[config.mk]
export PLATFORM = sky130hd
export DESIGN_NAME = pcm_codec_serial_interface
export DESIGN_NICKNAME = d
export VERILOG_FILES = /design/src/codec_pkg.sv /design/src/edge_sync.sv /design/src/hold_timer.sv /design/src/pcm_codec_serial_interface.sv
export VERILOG_INCLUDE_DIRS = /design/src
export SDC_FILE = /design/constraint.sdc
export NUM_CORES = 1
export LEC_CHECK = 0
export BUFFER_PORTS_ARGS = -buffer_cell sky130_fd_sc_hd__buf_2
export CAP_MARGIN = 20
export CORE_ASPECT_RATIO = 0.7
export CORE_UTILIZATION = 35
export DETAILED_ROUTE_END_ITERATION = 7
export GPL_ROUTABILITY_DRIVEN = 0
export SLEW_MARGIN = 15
export SYNTH_ARGS = -nofsm -noshare
export SYNTH_HDL_FRONTEND = slang
export SYNTH_SLANG_ARGS = --single-unit
export TNS_END_PERCENT = 30
[constraint.sdc]
create_clock -name aclk -period 3.2 [get_ports aclk]
set_input_delay 0.64 -clock aclk [delete_from_list [all_inputs] [get_ports aclk]]
set_output_delay 0.64 -clock aclk [all_outputs]
set_load 0.05 [all_outputs]
[src/codec_consts.svh]
// Timing constants and reset values for the codec serial interface
`ifndef CODEC_CONSTS_SVH
`define CODEC_CONSTS_SVH
`define CLK_PERIOD_NS 10
`define POWERUP_HOLD_US 500
`define POWERUP_HOLD_CYC ((`POWERUP_HOLD_US * 1000) / `CLK_PERIOD_NS)
`define CLOCK_LOSS_US 20
`define CLOCK_LOSS_CYC ((`CLOCK_LOSS_US * 1000) / `CLK_PERIOD_NS)
`define POWER_DOWN_US 10
`define POWER_DOWN_CYC ((`POWER_DOWN_US * 1000) / `CLK_PERIOD_NS)
`define STANDBY_MS 300
`define STANDBY_CYC ((`STANDBY_MS * 1000000) / `CLK_PERIOD_NS)
`define PCM_BITS 8
`define SIG_FRAME_MIN_MCLK 2
`define SAMPLE_RESET 8'hFF
`endif

[src/codec_pkg.sv]
// Types shared by the codec serial interface
package codec_pkg;
   typedef enum logic {
      TIMING_FIXED,
      TIMING_VARIABLE
   } timing_mode_t;
   typedef struct packed {
      logic [7:0] word;
      logic signalling;
   } pcm_frame_t;
endpackage

[src/edge_sync.sv]
// Two-flop synchroniser with rise and fall pulses
`timescale 1ns/1ps
module edge_sync (
   input wire logic aclk,
   input wire logic aresetn,
   input wire logic async_in,
   output logic level,
   output logic rise,
   output logic fall
);
   logic meta;
   logic prev;
   // ***************
   // Synchroniser
   // ***************
   // First stage read only by second stage to avoid metastable fan-out
   always_ff @(posedge aclk) begin
      if (!aresetn) begin
         meta <= 1'b0;
         level <= 1'b0;
      end else begin
         meta <= async_in;
         level <= meta;
      end
   end
   // Edge history
   always_ff @(posedge aclk) begin
      if (!aresetn) begin
         prev <= 1'b0;
      end else begin
         prev <= level;
      end
   end
   assign rise = level & ~prev;
   assign fall = ~level & prev;
endmodule

[src/hold_timer.sv]
// Saturating watchdog: flags when a condition lasts LIMIT cycles
`timescale 1ns/1ps
module hold_timer #(
   parameter int LIMIT = 2000
) (
   input wire logic aclk,
   input wire logic aresetn,
   input wire logic run,
   output logic expired
);
   logic [31:0] count;
   // Counts while run holds, restarts when it drops
   always_ff @(posedge aclk) begin
      if (!aresetn || !run) begin
         count <= 32'h00000000;
      end else if (count < 32'(LIMIT)) begin
         count <= count + 32'h00000001;
      end
   end
   assign expired = run && (count >= 32'(LIMIT));
endmodule

[src/pcm_codec_serial_interface.sv]
// Serial PCM side of a single-channel voice codec
`timescale 1ns/1ps
`include "codec_consts.svh"
module pcm_codec_serial_interface #(
   parameter int POWERUP_CYCLES = `POWERUP_HOLD_CYC,
   parameter int CLOCK_LOSS_CYCLES = `CLOCK_LOSS_CYC,
   parameter int POWER_DOWN_CYCLES = `POWER_DOWN_CYC,
   parameter int STANDBY_CYCLES = `STANDBY_CYC,
   parameter int MODE_LOSS_CYCLES = `CLOCK_LOSS_CYC
) (
   input wire logic aclk,
   input wire logic aresetn,
   // AXI4-Lite slave
   input wire logic [31:0] s_axi_awaddr,
   input wire logic s_axi_awvalid,
   output logic s_axi_awready,
   input wire logic [31:0] s_axi_wdata,
   input wire logic [3:0] s_axi_wstrb,
   input wire logic s_axi_wvalid,
   output logic s_axi_wready,
   output logic [1:0] s_axi_bresp,
   output logic s_axi_bvalid,
   input wire logic s_axi_bready,
   input wire logic [31:0] s_axi_araddr,
   input wire logic s_axi_arvalid,
   output logic s_axi_arready,
   output logic [31:0] s_axi_rdata,
   output logic [1:0] s_axi_rresp,
   output logic s_axi_rvalid,
   input wire logic s_axi_rready,
   // Codec pins
   input wire logic power_down_n,
   input wire logic tx_master_clock,
   input wire logic rx_master_clock,
   input wire logic tx_bit_clock,
   input wire logic rx_bit_clock_or_mode_select,
   input wire logic tx_frame_sync,
   input wire logic rx_frame_sync,
   input wire logic tx_signalling_in,
   input wire logic pcm_in,
   output logic pcm_out,
   output logic pcm_out_oe,
   output logic tx_timeslot_active_n,
   output logic tx_timeslot_active_oe,
   output logic rx_signalling_out,
   output logic rx_signalling_oe
);

   localparam logic [31:0] TX_SAMPLE_ADDR = 32'h00000000;
   localparam logic [31:0] RX_SAMPLE_ADDR = 32'h00000004;
   localparam logic [31:0] STATUS_ADDR = 32'h00000008;

   // ***************
   // Pin synchronisers
   // ***************
   logic txm_l, txm_r, txm_f;
   logic rxm_l, rxm_r, rxm_f;
   logic txb_l, txb_r, txb_f;
   logic rxb_l, rxb_r, rxb_f;
   logic fsx_l, fsx_r, fsx_f;
   logic fsr_l, fsr_r, fsr_f;
   logic pdn_l, tx_signalling_in_l, pcmi_l;
   edge_sync sync_txm (.aclk(aclk), .aresetn(aresetn), .async_in(tx_master_clock),
      .level(txm_l), .rise(txm_r), .fall(txm_f));
   edge_sync sync_rxm (.aclk(aclk), .aresetn(aresetn), .async_in(rx_master_clock),
      .level(rxm_l), .rise(rxm_r), .fall(rxm_f));
   edge_sync sync_txb (.aclk(aclk), .aresetn(aresetn), .async_in(tx_bit_clock),
      .level(txb_l), .rise(txb_r), .fall(txb_f));
   edge_sync sync_rxb (.aclk(aclk), .aresetn(aresetn),
      .async_in(rx_bit_clock_or_mode_select), .level(rxb_l), .rise(rxb_r), .fall(rxb_f));
   edge_sync sync_fsx (.aclk(aclk), .aresetn(aresetn), .async_in(tx_frame_sync),
      .level(fsx_l), .rise(fsx_r), .fall(fsx_f));
   edge_sync sync_fsr (.aclk(aclk), .aresetn(aresetn), .async_in(rx_frame_sync),
      .level(fsr_l), .rise(fsr_r), .fall(fsr_f));
   edge_sync sync_pdn (.aclk(aclk), .aresetn(aresetn), .async_in(power_down_n),
      .level(pdn_l), .rise(), .fall());
   edge_sync sync_tx_signalling_in (.aclk(aclk), .aresetn(aresetn), .async_in(tx_signalling_in),
      .level(tx_signalling_in_l), .rise(), .fall());
   edge_sync sync_pcmi (.aclk(aclk), .aresetn(aresetn), .async_in(pcm_in),
      .level(pcmi_l), .rise(), .fall());

   // ***************
   // Watchdogs
   // ***************
   logic powered_up, txm_lost, rxm_lost, rxb_still, pd_done;
   logic stby_all, stby_tx, stby_rx;
   logic powering_up;
   logic txm_run, rxm_run, rxb_run;
   assign powering_up = 1'b1;
   hold_timer #(.LIMIT(POWERUP_CYCLES)) t_pwr (.aclk(aclk), .aresetn(aresetn),
      .run(powering_up), .expired(powered_up));
   assign txm_run = !txm_r && !txm_f;
   assign rxm_run = !rxm_r && !rxm_f;
   assign rxb_run = !rxb_r && !rxb_f;
   hold_timer #(.LIMIT(CLOCK_LOSS_CYCLES)) t_txm (.aclk(aclk), .aresetn(aresetn),
      .run(txm_run), .expired(txm_lost));
   hold_timer #(.LIMIT(CLOCK_LOSS_CYCLES)) t_rxm (.aclk(aclk), .aresetn(aresetn),
      .run(rxm_run), .expired(rxm_lost));
   hold_timer #(.LIMIT(MODE_LOSS_CYCLES)) t_rxb (.aclk(aclk), .aresetn(aresetn),
      .run(rxb_run && !rxb_l), .expired(rxb_still));
   hold_timer #(.LIMIT(POWER_DOWN_CYCLES)) t_pd (.aclk(aclk), .aresetn(aresetn),
      .run(!pdn_l), .expired(pd_done));
   hold_timer #(.LIMIT(STANDBY_CYCLES)) t_sa (.aclk(aclk), .aresetn(aresetn),
      .run(!fsx_l && !fsr_l), .expired(stby_all));
   hold_timer #(.LIMIT(STANDBY_CYCLES)) t_sx (.aclk(aclk), .aresetn(aresetn),
      .run(!fsx_l), .expired(stby_tx));
   hold_timer #(.LIMIT(STANDBY_CYCLES)) t_sr (.aclk(aclk), .aresetn(aresetn),
      .run(!fsr_l), .expired(stby_rx));

   // Bit clock pin held low (tied to the negative rail) selects fixed timing
   codec_pkg::timing_mode_t mode;
   assign mode = rxb_still ? codec_pkg::TIMING_FIXED : codec_pkg::TIMING_VARIABLE;

   logic pd_active;
   assign pd_active = !pdn_l;

   // ***************
   // Transmit side
   // ***************
   logic [7:0] tx_sample;
   codec_pkg::pcm_frame_t tx_frame;
   logic [3:0] tx_bit;
   logic tx_busy;
   logic [2:0] fsx_len;
   logic tx_shift_edge;
   logic tx_blocked;
   logic [7:0] tx_slots;
   // Shift edge chosen by timing mode
   assign tx_shift_edge = (mode == codec_pkg::TIMING_FIXED) ? txm_r : txb_r;
   assign tx_blocked = !powered_up || txm_lost || pd_active || stby_all || stby_tx;

   // Sync width in falling master edges, half a period clear of the sync's own edges
   always_ff @(posedge aclk) begin
      if (!aresetn || fsx_r) begin
         fsx_len <= 3'h0;
      end else if (fsx_l && txm_f && fsx_len != 3'h7) begin
         fsx_len <= fsx_len + 3'h1;
      end
   end

   // Slot sequencer; LSB substitution is decided once the sync width is known
   always_ff @(posedge aclk) begin
      if (!aresetn) begin
         tx_frame <= '0;
         tx_bit <= 4'h0;
         tx_busy <= 1'b0;
         tx_slots <= 8'h00;
      end else if (tx_blocked) begin
         tx_busy <= 1'b0;
         tx_bit <= 4'h0;
      end else if (fsx_r) begin
         tx_frame.word <= tx_sample;
         tx_frame.signalling <= 1'b0;
         tx_busy <= 1'b1;
         tx_bit <= 4'h0;
      end else if (tx_busy && tx_shift_edge) begin
         if (tx_bit == 4'(`PCM_BITS - 1)) begin
            tx_slots <= tx_slots + 8'h01;
            // Repeat while sync stays high in variable mode
            tx_busy <= (mode == codec_pkg::TIMING_VARIABLE) && fsx_l;
            tx_bit <= 4'h0;
         end else begin
            tx_bit <= tx_bit + 4'h1;
         end
      end else if (tx_busy && mode == codec_pkg::TIMING_VARIABLE && !fsx_l) begin
         tx_busy <= 1'b0;
         tx_bit <= 4'h0;
      end
      if (!tx_blocked && fsx_f && mode == codec_pkg::TIMING_FIXED
            && fsx_len >= 3'(`SIG_FRAME_MIN_MCLK)) begin
         tx_frame.signalling <= 1'b1;
      end
   end

   // Serial data from flops, MSB first
   always_ff @(posedge aclk) begin
      if (!aresetn) begin
         pcm_out <= 1'b0;
      end else if (tx_busy && tx_bit == 4'(`PCM_BITS - 1) && tx_frame.signalling) begin
         pcm_out <= tx_signalling_in_l;
      end else begin
         pcm_out <= tx_frame.word[3'(`PCM_BITS - 1) - tx_bit[2:0]];
      end
   end
   assign pcm_out_oe = tx_busy && !tx_blocked;
   assign tx_timeslot_active_n = !(tx_busy && !tx_blocked);
   assign tx_timeslot_active_oe = !tx_blocked;

   // ***************
   // Receive side
   // ***************
   logic [7:0] rx_shift;
   logic [7:0] rx_sample;
   logic [3:0] rx_bit;
   logic rx_busy;
   logic [2:0] fsr_len;
   logic rx_sig_frame;
   logic rx_sample_edge;
   logic rx_sig_q;
   logic rx_blocked;
   logic [7:0] rx_words;
   assign rx_sample_edge = (mode == codec_pkg::TIMING_FIXED) ? rxm_f : rxb_f;
   assign rx_blocked = pd_active || stby_all || stby_rx || rxm_lost;

   always_ff @(posedge aclk) begin
      if (!aresetn || fsr_r) begin
         fsr_len <= 3'h0;
      end else if (fsr_l && rxm_f && fsr_len != 3'h7) begin
         fsr_len <= fsr_len + 3'h1;
      end
   end

   // Capture word MSB first on the chosen falling edge
   always_ff @(posedge aclk) begin
      if (!aresetn) begin
         rx_shift <= 8'h00;
         rx_sample <= `SAMPLE_RESET;
         rx_bit <= 4'h0;
         rx_busy <= 1'b0;
         rx_sig_frame <= 1'b0;
         rx_words <= 8'h00;
      end else if (rx_blocked) begin
         rx_busy <= 1'b0;
         rx_bit <= 4'h0;
      end else if (fsr_r) begin
         rx_busy <= 1'b1;
         rx_bit <= 4'h0;
         rx_sig_frame <= 1'b0;
      end else begin
         if (fsr_f && mode == codec_pkg::TIMING_FIXED
               && fsr_len >= 3'(`SIG_FRAME_MIN_MCLK)) begin
            rx_sig_frame <= 1'b1;
         end
         if (rx_busy && rx_sample_edge && (mode == codec_pkg::TIMING_FIXED || fsr_l)) begin
            rx_shift <= {rx_shift[6:0], pcmi_l};
            if (rx_bit == 4'(`PCM_BITS - 1)) begin
               rx_busy <= 1'b0;
               rx_words <= rx_words + 8'h01;
               // Signalling frame keeps only seven bits for decode
               rx_sample <= rx_sig_frame ? {rx_shift[6:0], 1'b0}
                                         : {rx_shift[6:0], pcmi_l};
            end else begin
               rx_bit <= rx_bit + 4'h1;
            end
         end
      end
   end

   // Signalling output stays low until a signalling frame lands
   always_ff @(posedge aclk) begin
      if (!aresetn) begin
         rx_sig_q <= 1'b0;
      end else if (pd_done || stby_all || rxm_lost) begin
         rx_sig_q <= 1'b0;
      end else if (!rx_blocked && rx_busy && rx_sample_edge && rx_sig_frame
            && rx_bit == 4'(`PCM_BITS - 1)) begin
         rx_sig_q <= pcmi_l;
      end
   end
   assign rx_signalling_out = rx_sig_q;
   assign rx_signalling_oe = !(stby_rx && !stby_all);

   // ***************
   // AXI4-Lite slave
   // ***************
   logic aw_held, w_held;
   logic [31:0] aw_addr;
   logic [31:0] w_data;
   logic [3:0] w_strb;
   assign s_axi_awready = !aw_held && !s_axi_bvalid;
   assign s_axi_wready = !w_held && !s_axi_bvalid;
   assign s_axi_arready = !s_axi_rvalid;

   // Address and data may arrive in either order
   always_ff @(posedge aclk) begin
      if (!aresetn) begin
         aw_held <= 1'b0;
         w_held <= 1'b0;
         aw_addr <= 32'h00000000;
         w_data <= 32'h00000000;
         w_strb <= 4'h0;
         s_axi_bvalid <= 1'b0;
         s_axi_bresp <= 2'h0;
         tx_sample <= `SAMPLE_RESET;
      end else begin
         if (s_axi_awvalid && s_axi_awready) begin
            aw_held <= 1'b1;
            aw_addr <= s_axi_awaddr;
         end
         if (s_axi_wvalid && s_axi_wready) begin
            w_held <= 1'b1;
            w_data <= s_axi_wdata;
            w_strb <= s_axi_wstrb;
         end
         if (aw_held && w_held && !s_axi_bvalid) begin
            aw_held <= 1'b0;
            w_held <= 1'b0;
            s_axi_bvalid <= 1'b1;
            if (aw_addr[31:2] == TX_SAMPLE_ADDR[31:2]) begin
               if (w_strb[0]) begin
                  tx_sample <= w_data[7:0];
               end
               s_axi_bresp <= 2'h0;
            end else if (aw_addr[31:2] == RX_SAMPLE_ADDR[31:2]
                  || aw_addr[31:2] == STATUS_ADDR[31:2]) begin
               s_axi_bresp <= 2'h0;
            end else begin
               s_axi_bresp <= 2'h2;
            end
         end else if (s_axi_bvalid && s_axi_bready) begin
            s_axi_bvalid <= 1'b0;
         end
      end
   end

   // Read path; status exposes mode, watchdog state and word counts
   always_ff @(posedge aclk) begin
      if (!aresetn) begin
         s_axi_rvalid <= 1'b0;
         s_axi_rdata <= 32'h00000000;
         s_axi_rresp <= 2'h0;
      end else if (s_axi_arvalid && s_axi_arready) begin
         s_axi_rvalid <= 1'b1;
         s_axi_rresp <= 2'h0;
         if (s_axi_araddr[31:2] == TX_SAMPLE_ADDR[31:2]) begin
            s_axi_rdata <= {24'h000000, tx_sample};
         end else if (s_axi_araddr[31:2] == RX_SAMPLE_ADDR[31:2]) begin
            s_axi_rdata <= {24'h000000, rx_sample};
         end else if (s_axi_araddr[31:2] == STATUS_ADDR[31:2]) begin
            s_axi_rdata <= {rx_words, tx_slots, 7'h00, rx_sig_q, rxm_lost, txm_lost,
               stby_rx, stby_tx, stby_all, pd_active, powered_up,
               (mode == codec_pkg::TIMING_VARIABLE)};
         end else begin
            s_axi_rdata <= 32'h00000000;
            s_axi_rresp <= 2'h2;
         end
      end else if (s_axi_rvalid && s_axi_rready) begin
         s_axi_rvalid <= 1'b0;
      end
   end
endmodule

Word level (Yosys, flattened, before mapping):

Index checks and enable logic that the tools add are counted.

* flip-flop bits (word level): 428
* bits in latches: 0
* memory bits (writable): 0
* memory bits (read-only): 0
* bits of input ports: 116
* output and inout bits: 47
* memories: 0

* $add $sub $neg: 15
* $mul: 0
* div/mod/pow operators: 0
* magnitude comparators: 19
* equal/unequal tests: 11
* shifts and indexed selects: 0
* mux-type cells: 34
* bitwise operators: 28
* reductions and logical operators: 114

Operator list (number)
* 32-bit by 1-bit adder with 32-bit output (second input constant): 8
* 32-bit by 11-bit >= comparator with 1-bit output (second input constant): 3
* 32-bit by 25-bit >= comparator with 1-bit output (second input constant): 3
* 32-bit by 11-bit < comparator with 1-bit output (second input constant): 3
* 32-bit by 25-bit < comparator with 1-bit output (second input constant): 3
* 32-bit two-way mux: 3
* 30-bit by 1-bit equality test with 1-bit output (second input constant): 2
* 30-bit by 2-bit equality test with 1-bit output (second input constant): 2
* 30-bit zero test: 2
* 1-bit logical AND: 44
* 32-bit by 10-bit >= comparator with 1-bit output (second input constant): 1
* 32-bit by 16-bit >= comparator with 1-bit output (second input constant): 1
* 32-bit by 10-bit < comparator with 1-bit output (second input constant): 1
* 32-bit by 16-bit < comparator with 1-bit output (second input constant): 1
* 1-bit zero test: 25
* 1-bit two-way mux: 22
* 1-bit logical OR: 20
* 1-bit inverter: 17
* 8-bit by 1-bit adder with 8-bit output (second input constant): 2
* 4-bit two-way mux: 3
* 2-bit AND reduction: 6
* 2-bit nonzero test: 6
* 1-bit bitwise AND: 11
* 2-bit two-way mux: 5
* 16 further kinds: 27

Logic depth before layout (Yosys ltp):

Gate-level depths: netlist (run 1).

* depth in word-level cells: 13
* depth in mapped cells: 9
* gate-level depth less buffers: 8

By module:

Synthesis (run 1) repeated with hierarchy kept, for this count alone.

* cell total of the unflattened synthesis: 1961
* area total of the unflattened synthesis: 17959.7 um^2

By module, submodules not included
* pcm_codec_serial_interface: instances 1, cells each 689, area each 5982.0 um^2, sequential area each 2742.6 um^2
* hold_timer (t_sa ...): instances 3, cells each 181, area each 1524.0 um^2, sequential area each 640.6 um^2
* hold_timer (t_rxb ...): instances 3, cells each 132, area each 1345.0 um^2, sequential area each 640.6 um^2
* hold_timer (t_pwr): instances 1, cells each 142, area each 1358.8 um^2, sequential area each 640.6 um^2
* hold_timer (t_pd): instances 1, cells each 119, area each 1189.9 um^2, sequential area each 640.6 um^2
* edge_sync: instances 9, cells each 8, area each 91.3 um^2, sequential area each 60.1 um^2

Least setup slack after synthesis (run 1):

No wires, ideal clock.

* kind: register -> output
* start point: register t_sx.count[17]
* end point: output pcm_out_oe
* arrival: 2.777 ns
* required time: 2.560 ns
* slack: -0.217 ns
* cell stages (with the launch flop): 9
* cells stage by stage: dfxtp_1 > or4_1 > a2111oi_4 > o21ai_1 > nand4_2 > buf_4 > inv_1 > nand2_1 > inv_1

* cells in the longest elaborated chain, start to end: 5

Ends and longest elaborated chain
* start, declared: RTL line hold_timer.sv:11 `logic [31:0] count;`
* start signal, assigned: RTL line hold_timer.sv:17 `count <= count + 32'h00000001;`
* 32-bit by 25-bit >= comparator with 1-bit output: RTL line hold_timer.sv:20 `assign expired = run && (count >= 32'(LIMIT));`
* 1-bit logical AND: RTL line hold_timer.sv:20
* 1-bit logical OR: RTL line pcm_codec_serial_interface.sv:130 `assign tx_blocked = !powered_up || txm_lost || pd_active || stby_all || stby_tx;`
* 1-bit zero test
* named net tx_timeslot_active_oe: RTL line pcm_codec_serial_interface.sv:44 `output logic tx_timeslot_active_oe,`
* 1-bit logical AND: RTL line pcm_codec_serial_interface.sv:185 `assign pcm_out_oe = tx_busy && !tx_blocked;`
* end, declared: RTL line pcm_codec_serial_interface.sv:42 `output logic pcm_out_oe,`

The timed path passes the listed nets, and every way through them passes these cells.

Final worst setup path (run 1):

* start point: register t_sx.count[17]
* end point: output tx_timeslot_active_n

* cells in the longest elaborated chain, start to end: 6

Ends and longest elaborated chain
* 32-bit by 25-bit >= comparator with 1-bit output: RTL line hold_timer.sv:20
* 1-bit logical AND: RTL line hold_timer.sv:20
* 1-bit logical OR: RTL line pcm_codec_serial_interface.sv:130
* 1-bit zero test: RTL line pcm_codec_serial_interface.sv:186 `assign tx_timeslot_active_n = !(tx_busy && !tx_blocked);`
* 1-bit logical AND: RTL line pcm_codec_serial_interface.sv:186
* 1-bit zero test: RTL line pcm_codec_serial_interface.sv:186
* end, declared: RTL line pcm_codec_serial_interface.sv:43 `output logic tx_timeslot_active_n,`

No other way between the ends.

==> results of run 1 <==
-- worst paths after layout --
| check | start | endpoint | cells past startpoint |
|---|---|---|---|
| worst max-delay path | t_sx.count[17]$_SDFFE_PP0P_ | tx_timeslot_active_n | 7 |
| worst min-delay path | s_axi_rready | s_axi_rvalid$_SDFFE_PN0P_ | 2 |
| worst max register to register | t_rxb.count[11]$_SDFFE_PP0N_ | rx_sample[0]$_SDFFE_PN1P_ | 7 |
| worst min register to register | sync_tx_signalling_in.meta$_SDFF_PN0_ | sync_tx_signalling_in.level$_SDFF_PN0_ | 1 |
-- sequential cells by signal (all words and copies together) (netlist names), 7 cells and up --
name	flops
t_txm.count	32
tx_frame	9
t_sa.count	32
t_sr.count	32
t_rxb.count	32
rx_shift	7
tx_slots	8
rx_sample	8
s_axi_rdata	25
t_rxm.count	32
aw_addr	30
t_pd.count	32
t_pwr.count	32
tx_sample	8
t_sx.count	32
rx_words	8
w_data	8
-- power by group through the flow --
stage	clock network (mW)	logic [mW]	registers, mW
floorplan	0	0.340	5.43
global placement	0	0.493	5.43
detailed placement	0	0.508	5.44
CTS	4.88	0.511	5.32
global route	5.10	0.569	5.33
finish	4.74	0.508	5.32
-- through the flow --
stage / hold WS, ps / power [mW]
final: 280 / 10.6
after global routing: 264 / 11.0
after CTS: 258 / 10.7
after detailed placement: 424 / 5.95
after global placement: 419 / 5.93
after floorplan: 412 / 5.77
-- layer usage --
metal	vias to the layer above	track usage	share of wire
li1	6702	-	-
met1	6296	0.228	0.53
met2	183	0.227	0.42
met3	49	0.0263	0.036
met4	0	0.0393	0.018
met5	-	0	0
-- logic make-up after synthesis --
kind of cell,synth area share
muxes,0.0330
adders and majority gates,0.0211
buffers and inverters,0.0372
xor gates and xnor gates,0.0406
other,0.000226
DFF,0.502
AOI/OAI and AO/OA,0.0979
and+or+nand+nor,0.268
-- placed cells by master (no fill, tap or decap), types with 7 or more instances in the layout --
cell,count
o21ai_0,64
and3_1,132
ha_1,28
nor2_1,178
buf_2,120
a211oi_1,9
o211ai_1,8
nor3_1,20
nand2_1,199
clkbuf_16,41
mux2i_1,48
clkbuf_1,8
clkinv_2,8
conb_1,9
nor4_1,56
xor2_1,59
a22oi_1,21
o31ai_1,7
or3_1,41
xnor2_1,18
nand3_1,52
nand4_1,65
a21oi_1,103
and4_1,9
dfxtp_1,417
nand2b_1,19
or4_1,8
inv_1,47
buf_4,39
and2_1,46
clkbuf_8,11
-- cells in the mapped netlist (48+ instances only) --
master | n | share of area
nand4_1 | 65 | 0.024
nand2_1 | 200 | 0.045
nand3_1 | 52 | 0.016
and3_1 | 132 | 0.050
nor2_1 | 178 | 0.040
xor2_1 | 59 | 0.031
o21ai_0 | 64 | 0.019
nor4_1 | 58 | 0.022
dfxtp_1 | 417 | 0.50
clkbuf_1 | 78 | 0.018
inv_1 | 49 | 0.011
a21oi_1 | 103 | 0.031
mux2i_1 | 48 | 0.029
-- timing repair --
| item | CTS | global route |
|---|---|---|
| gates resized for setup | 3 | 7 |
| buffers inserted | 2 | 2 |
| cloned | 0 | 0 |
| pin swaps | 2 | 3 |
| setup endpoints to repair | 3 | 4 |
-- layout make-up --
class / instances / area share
inverters: 50 / 0.00980
clock inverters: 10 / 0.00539
clock buffers: 60 / 0.0627
repair buffers: 161 / 0.0480
flip-flops and latches: 417 / 0.433
well taps: 612 / 0.0397
multi-input cells: 1284 / 0.401
==> results.cfg, run 1 <==
[cts]
cts_made_buffers = 40
cts_hold_buf = 0
clkTransAtPathRegs_ps = 70
cts.sinks = 417
cts.htree.levels = 2
clkLatencyLatePin_ps = 540
cts-root-buf = clkbuf_16
cts_buffer_depth = 3
cts_tree = yes

[synth]
seq_area_frac_synth = 0.502
synth_edf_count = 0
ys.flop_type = dfxtp_1
synth_cell_types = 72
synth.cell_area_mm2 = 0.0166
synth-seq-cells = 417
avgSynthCellArea_um2 = 9.02
async_flop_share = 0
yosys_warnings = 0
synth_cells = 1842

[finish]
area_growth_syn_to_layout_pct = 16.0
layout.cells.non_filler = 2594
fillers = 4545
fin_util = 0.413
drive_above_1_share = 0.131
register_area_mm2 = 0.00835
diodes = 0
multiInputGateArea_mm2 = 0.00773
final_nets = 2098
fin_area_mm2 = 0.0193

[pwr]
p_sw_mw = 2.38
peakVddDrop_uv = 359
p_int_mw = 8.19
seq_power_share = 0.503
comb_power_share = 0.048
leakage_nw = 7.83
netSwitchingFraction = 0.225
power_frac_clock = 0.449
p_per_area_mw_per_mm2 = 549

[routing]
wire_per_inst_um = 14.5
drc_errors = 0
via_per_inst = 5.10
drtAntennaViolNets = 0
drtIter0Drc = 861
wirelength_um = 37700
vias = 13200
first_pass_iters = 5

[global_route]
track_usage = 0.153
grt_pass1_vias = 12300
grt_max_degree = 114
antenna_found_initial = 1
grt_pass1_wl_um = 61800
gr-total-overflow = 0

[die]
initial_core_util = 0.356
core_area_mm2 = 0.0467
placement_rows = 66
io_pins = 163
die_y_um = 184
die_w_um = 262
die_area_mm2 = 0.0484

[setup_path]
cp_top_family = simple AND/OR/NAND/NOR gates
cp.buffers_inverters = 2
path_max_fanout = 5
arrival_ps = 2430
crit_path_max_incr_delay_ps = 580
cp-start-kind = flop
slowest_stage = or4_1
critical_path_required_ps = 2560
path_cells = or4_1 > a2111oi_4 > o21ai_2 > nand4_2 > inv_2 > nand2_4 > buf_2
path_class = flop to primary output
critPathCaptureType = primary output
ff2ff_setup_slack_ps = 510

[placed_design]
place_area_mm2 = 0.0179
numPortBuffers = 122
dp_slack_ps = 336
dp_cells = 2520
place_hpwl_um = 26000

[timing]
period_needed_ps = 3070
slew_headroom = 0.348
finalClockSkew_ps = 15.3
setup_viol_count_final = 0
tightest_slew_ps = 976
fin_tns_setup_ps = 0
period_share = 0.960
rsz0062_at_grt = yes
final_hold_viol_count = 0
final-max-slew-violation-count = 0
fmax_mhz = 326
layout_setup_ws_ps = 129

[flow_run]
cap_violations = 0

[status]
status = finished, final reports clean

[worst_hold_path]
hp-class = primary input to flop
(Power assumes the default switching activity.)
==> run 2, diff against run 1 <==
REMOVE_ABC_BUFFERS = 1   (was not set)
clock period = 3.4 ns   (was 3.2 ns; I/O delays follow)
==> results.cfg, run 2 (synthesis gave the netlist of run 1 again) <==
[status]
status = finished, final reports clean

[global_route]
grt_pass1_vias = 12500
gr-total-overflow = 0
antenna_found_initial = 0
track_usage = 0.155
grt_pass1_wl_um = 62200
grt_max_degree = 85

[setup_path]
cp-start-kind = flop
worst_r2r_endpoint = rx_words[6]$_SDFFE_PN0P_
reg2reg_depth = 6
path_max_fanout = 3
critPathCaptureType = primary output
arrival_ps = 2550
critical_path_required_ps = 2720
r2r-start = t_rxm.count[31]$_SDFFE_PP0P_
ff2ff_setup_slack_ps = 790
path_class = flop to primary output

[cts]
clkLatencyLatePin_ps = 550
cts_buffer_depth = 3
cts.sinks = 417
cts_made_buffers = 41
cts_hold_buf = 0
cts_tree = yes
clkTransAtPathRegs_ps = 60
cts-root-buf = clkbuf_16
cts.htree.levels = 2

[timing]
fin_tns_setup_ps = 0
slew_headroom = 0.336
period_share = 0.951
final-max-slew-violation-count = 0
setup_viol_count_final = 0
final_hold_viol_count = 0
fmax_mhz = 309
tightest_slew_ps = 996
period_needed_ps = 3230
finalClockSkew_ps = 19.1
rsz0062_at_grt = no

[die]
die_w_um = 262
placement_rows = 66
initial_core_util = 0.356
io_pins = 163
die_area_mm2 = 0.0484
die_y_um = 184
core_area_mm2 = 0.0467

[routing]
drc_errors = 0
drtIter0Drc = 755
wire_per_inst_um = 14.6
first_pass_iters = 5
via_per_inst = 5.07
drtAntennaViolNets = 0
vias = 13100
wirelength_um = 37900

[finish]
diodes = 0
drive_above_1_share = 0.126
area_growth_syn_to_layout_pct = 15.4
final_nets = 2092
final_cell_mix = 417 x dfxtp_1, 200 x nand2_1, 178 x nor2_1
layout_commonest_cell = dfxtp_1
fin_util = 0.411

[worst_hold_path]
hold_path_end = s_axi_rvalid$_SDFFE_PN0P_
hp-class = primary input to flop
min_path_cells = 2
hp-start = s_axi_rready

[pwr]
p_per_area_mw_per_mm2 = 516
leakage_nw = 7.77
peakVddDrop_uv = 310

[flow_run]
cap_violations = 0

[placed_design]
numPortBuffers = 122
place_hpwl_um = 26200
## run 2: cell count changes in the layout (fill, tap and decap cells not counted), moves of 2 or more
cell        delta
buf_4          -6
clkbuf_1       +6
bufinv_16      -2
clkbuf_16      +2
clkbuf_8       -2
clkinvlp_4     +2
inv_1          +2
inv_2          -2
## run 2: metrics by stage
stage	worst slack [ps]	instance area, um2	power, mW	hold WS [ps]	cells
after floorplan	-796	16200	5.38	412	1751
after global placement	516	17800	5.58	418	2515
after detailed placement	526	17800	5.59	420	2515
after CTS	-16.5	19200	10.0	308	2590
after global routing	7.30	19200	10.3	330	2592
final	166	19200	9.90	334	2592
## run 2: metal layers
layer	wire length, um	track usage
met4	830	0.0494
met5	0	0
met3	1520	0.0275
met2	16100	0.238
met1	19400	0.218
## run 2: worst max-delay path by stage
stage / endpoint / slack [ps] / start
finish: pcm_out_oe / 170 / t_txm.count[17]$_SDFFE_PP0P_
global placement: pcm_out_oe / 520 / t_txm.count[17]$_SDFFE_PP0P_
floorplan: t_sa.count[22]$_SDFFE_PP0P_ / -800 / aresetn
global route: pcm_out_oe / 7 / t_txm.count[13]$_SDFFE_PP0P_
detailed placement: pcm_out_oe / 530 / t_txm.count[17]$_SDFFE_PP0P_
CTS: pcm_out_oe / -20 / t_txm.count[17]$_SDFFE_PP0P_
## run 2: area by class of cell
type | count | area [um2]
inverters | 50 | 189
repair buffers | 154 | 856
flip-flops and latches | 417 | 8350
multi-input cells | 1284 | 7720
clock buffers | 66 | 1250
clock inverters | 9 | 53.8
fillers | 4558 | 27500
well taps | 612 | 766
## run 2: repair_timing
item | CTS | global route
setup endpoints to repair | 2 | 2
gates resized for setup | 2 | 3
pin swaps | 1 | 2
setup buffers | 0 | 2
hold endpoints to repair | 0 | 0
## run 2: report_power, final
group	total [mW]	switching [mW]	internal [mW]
sequential	5.01	0.0518	4.96
clock	4.42	1.89	2.53
combinational	0.472	0.327	0.145
## run 2: worst max-delay path, stage by stage, from the launching register on
cell and delay [ps]:
dfxtp_1 310, nor4_1 330, nand4_1 210, o31ai_2 300
buf_4 190, nand4_2 110, inv_1 160, nand2_1 90
inv_1 70, buf_2 250
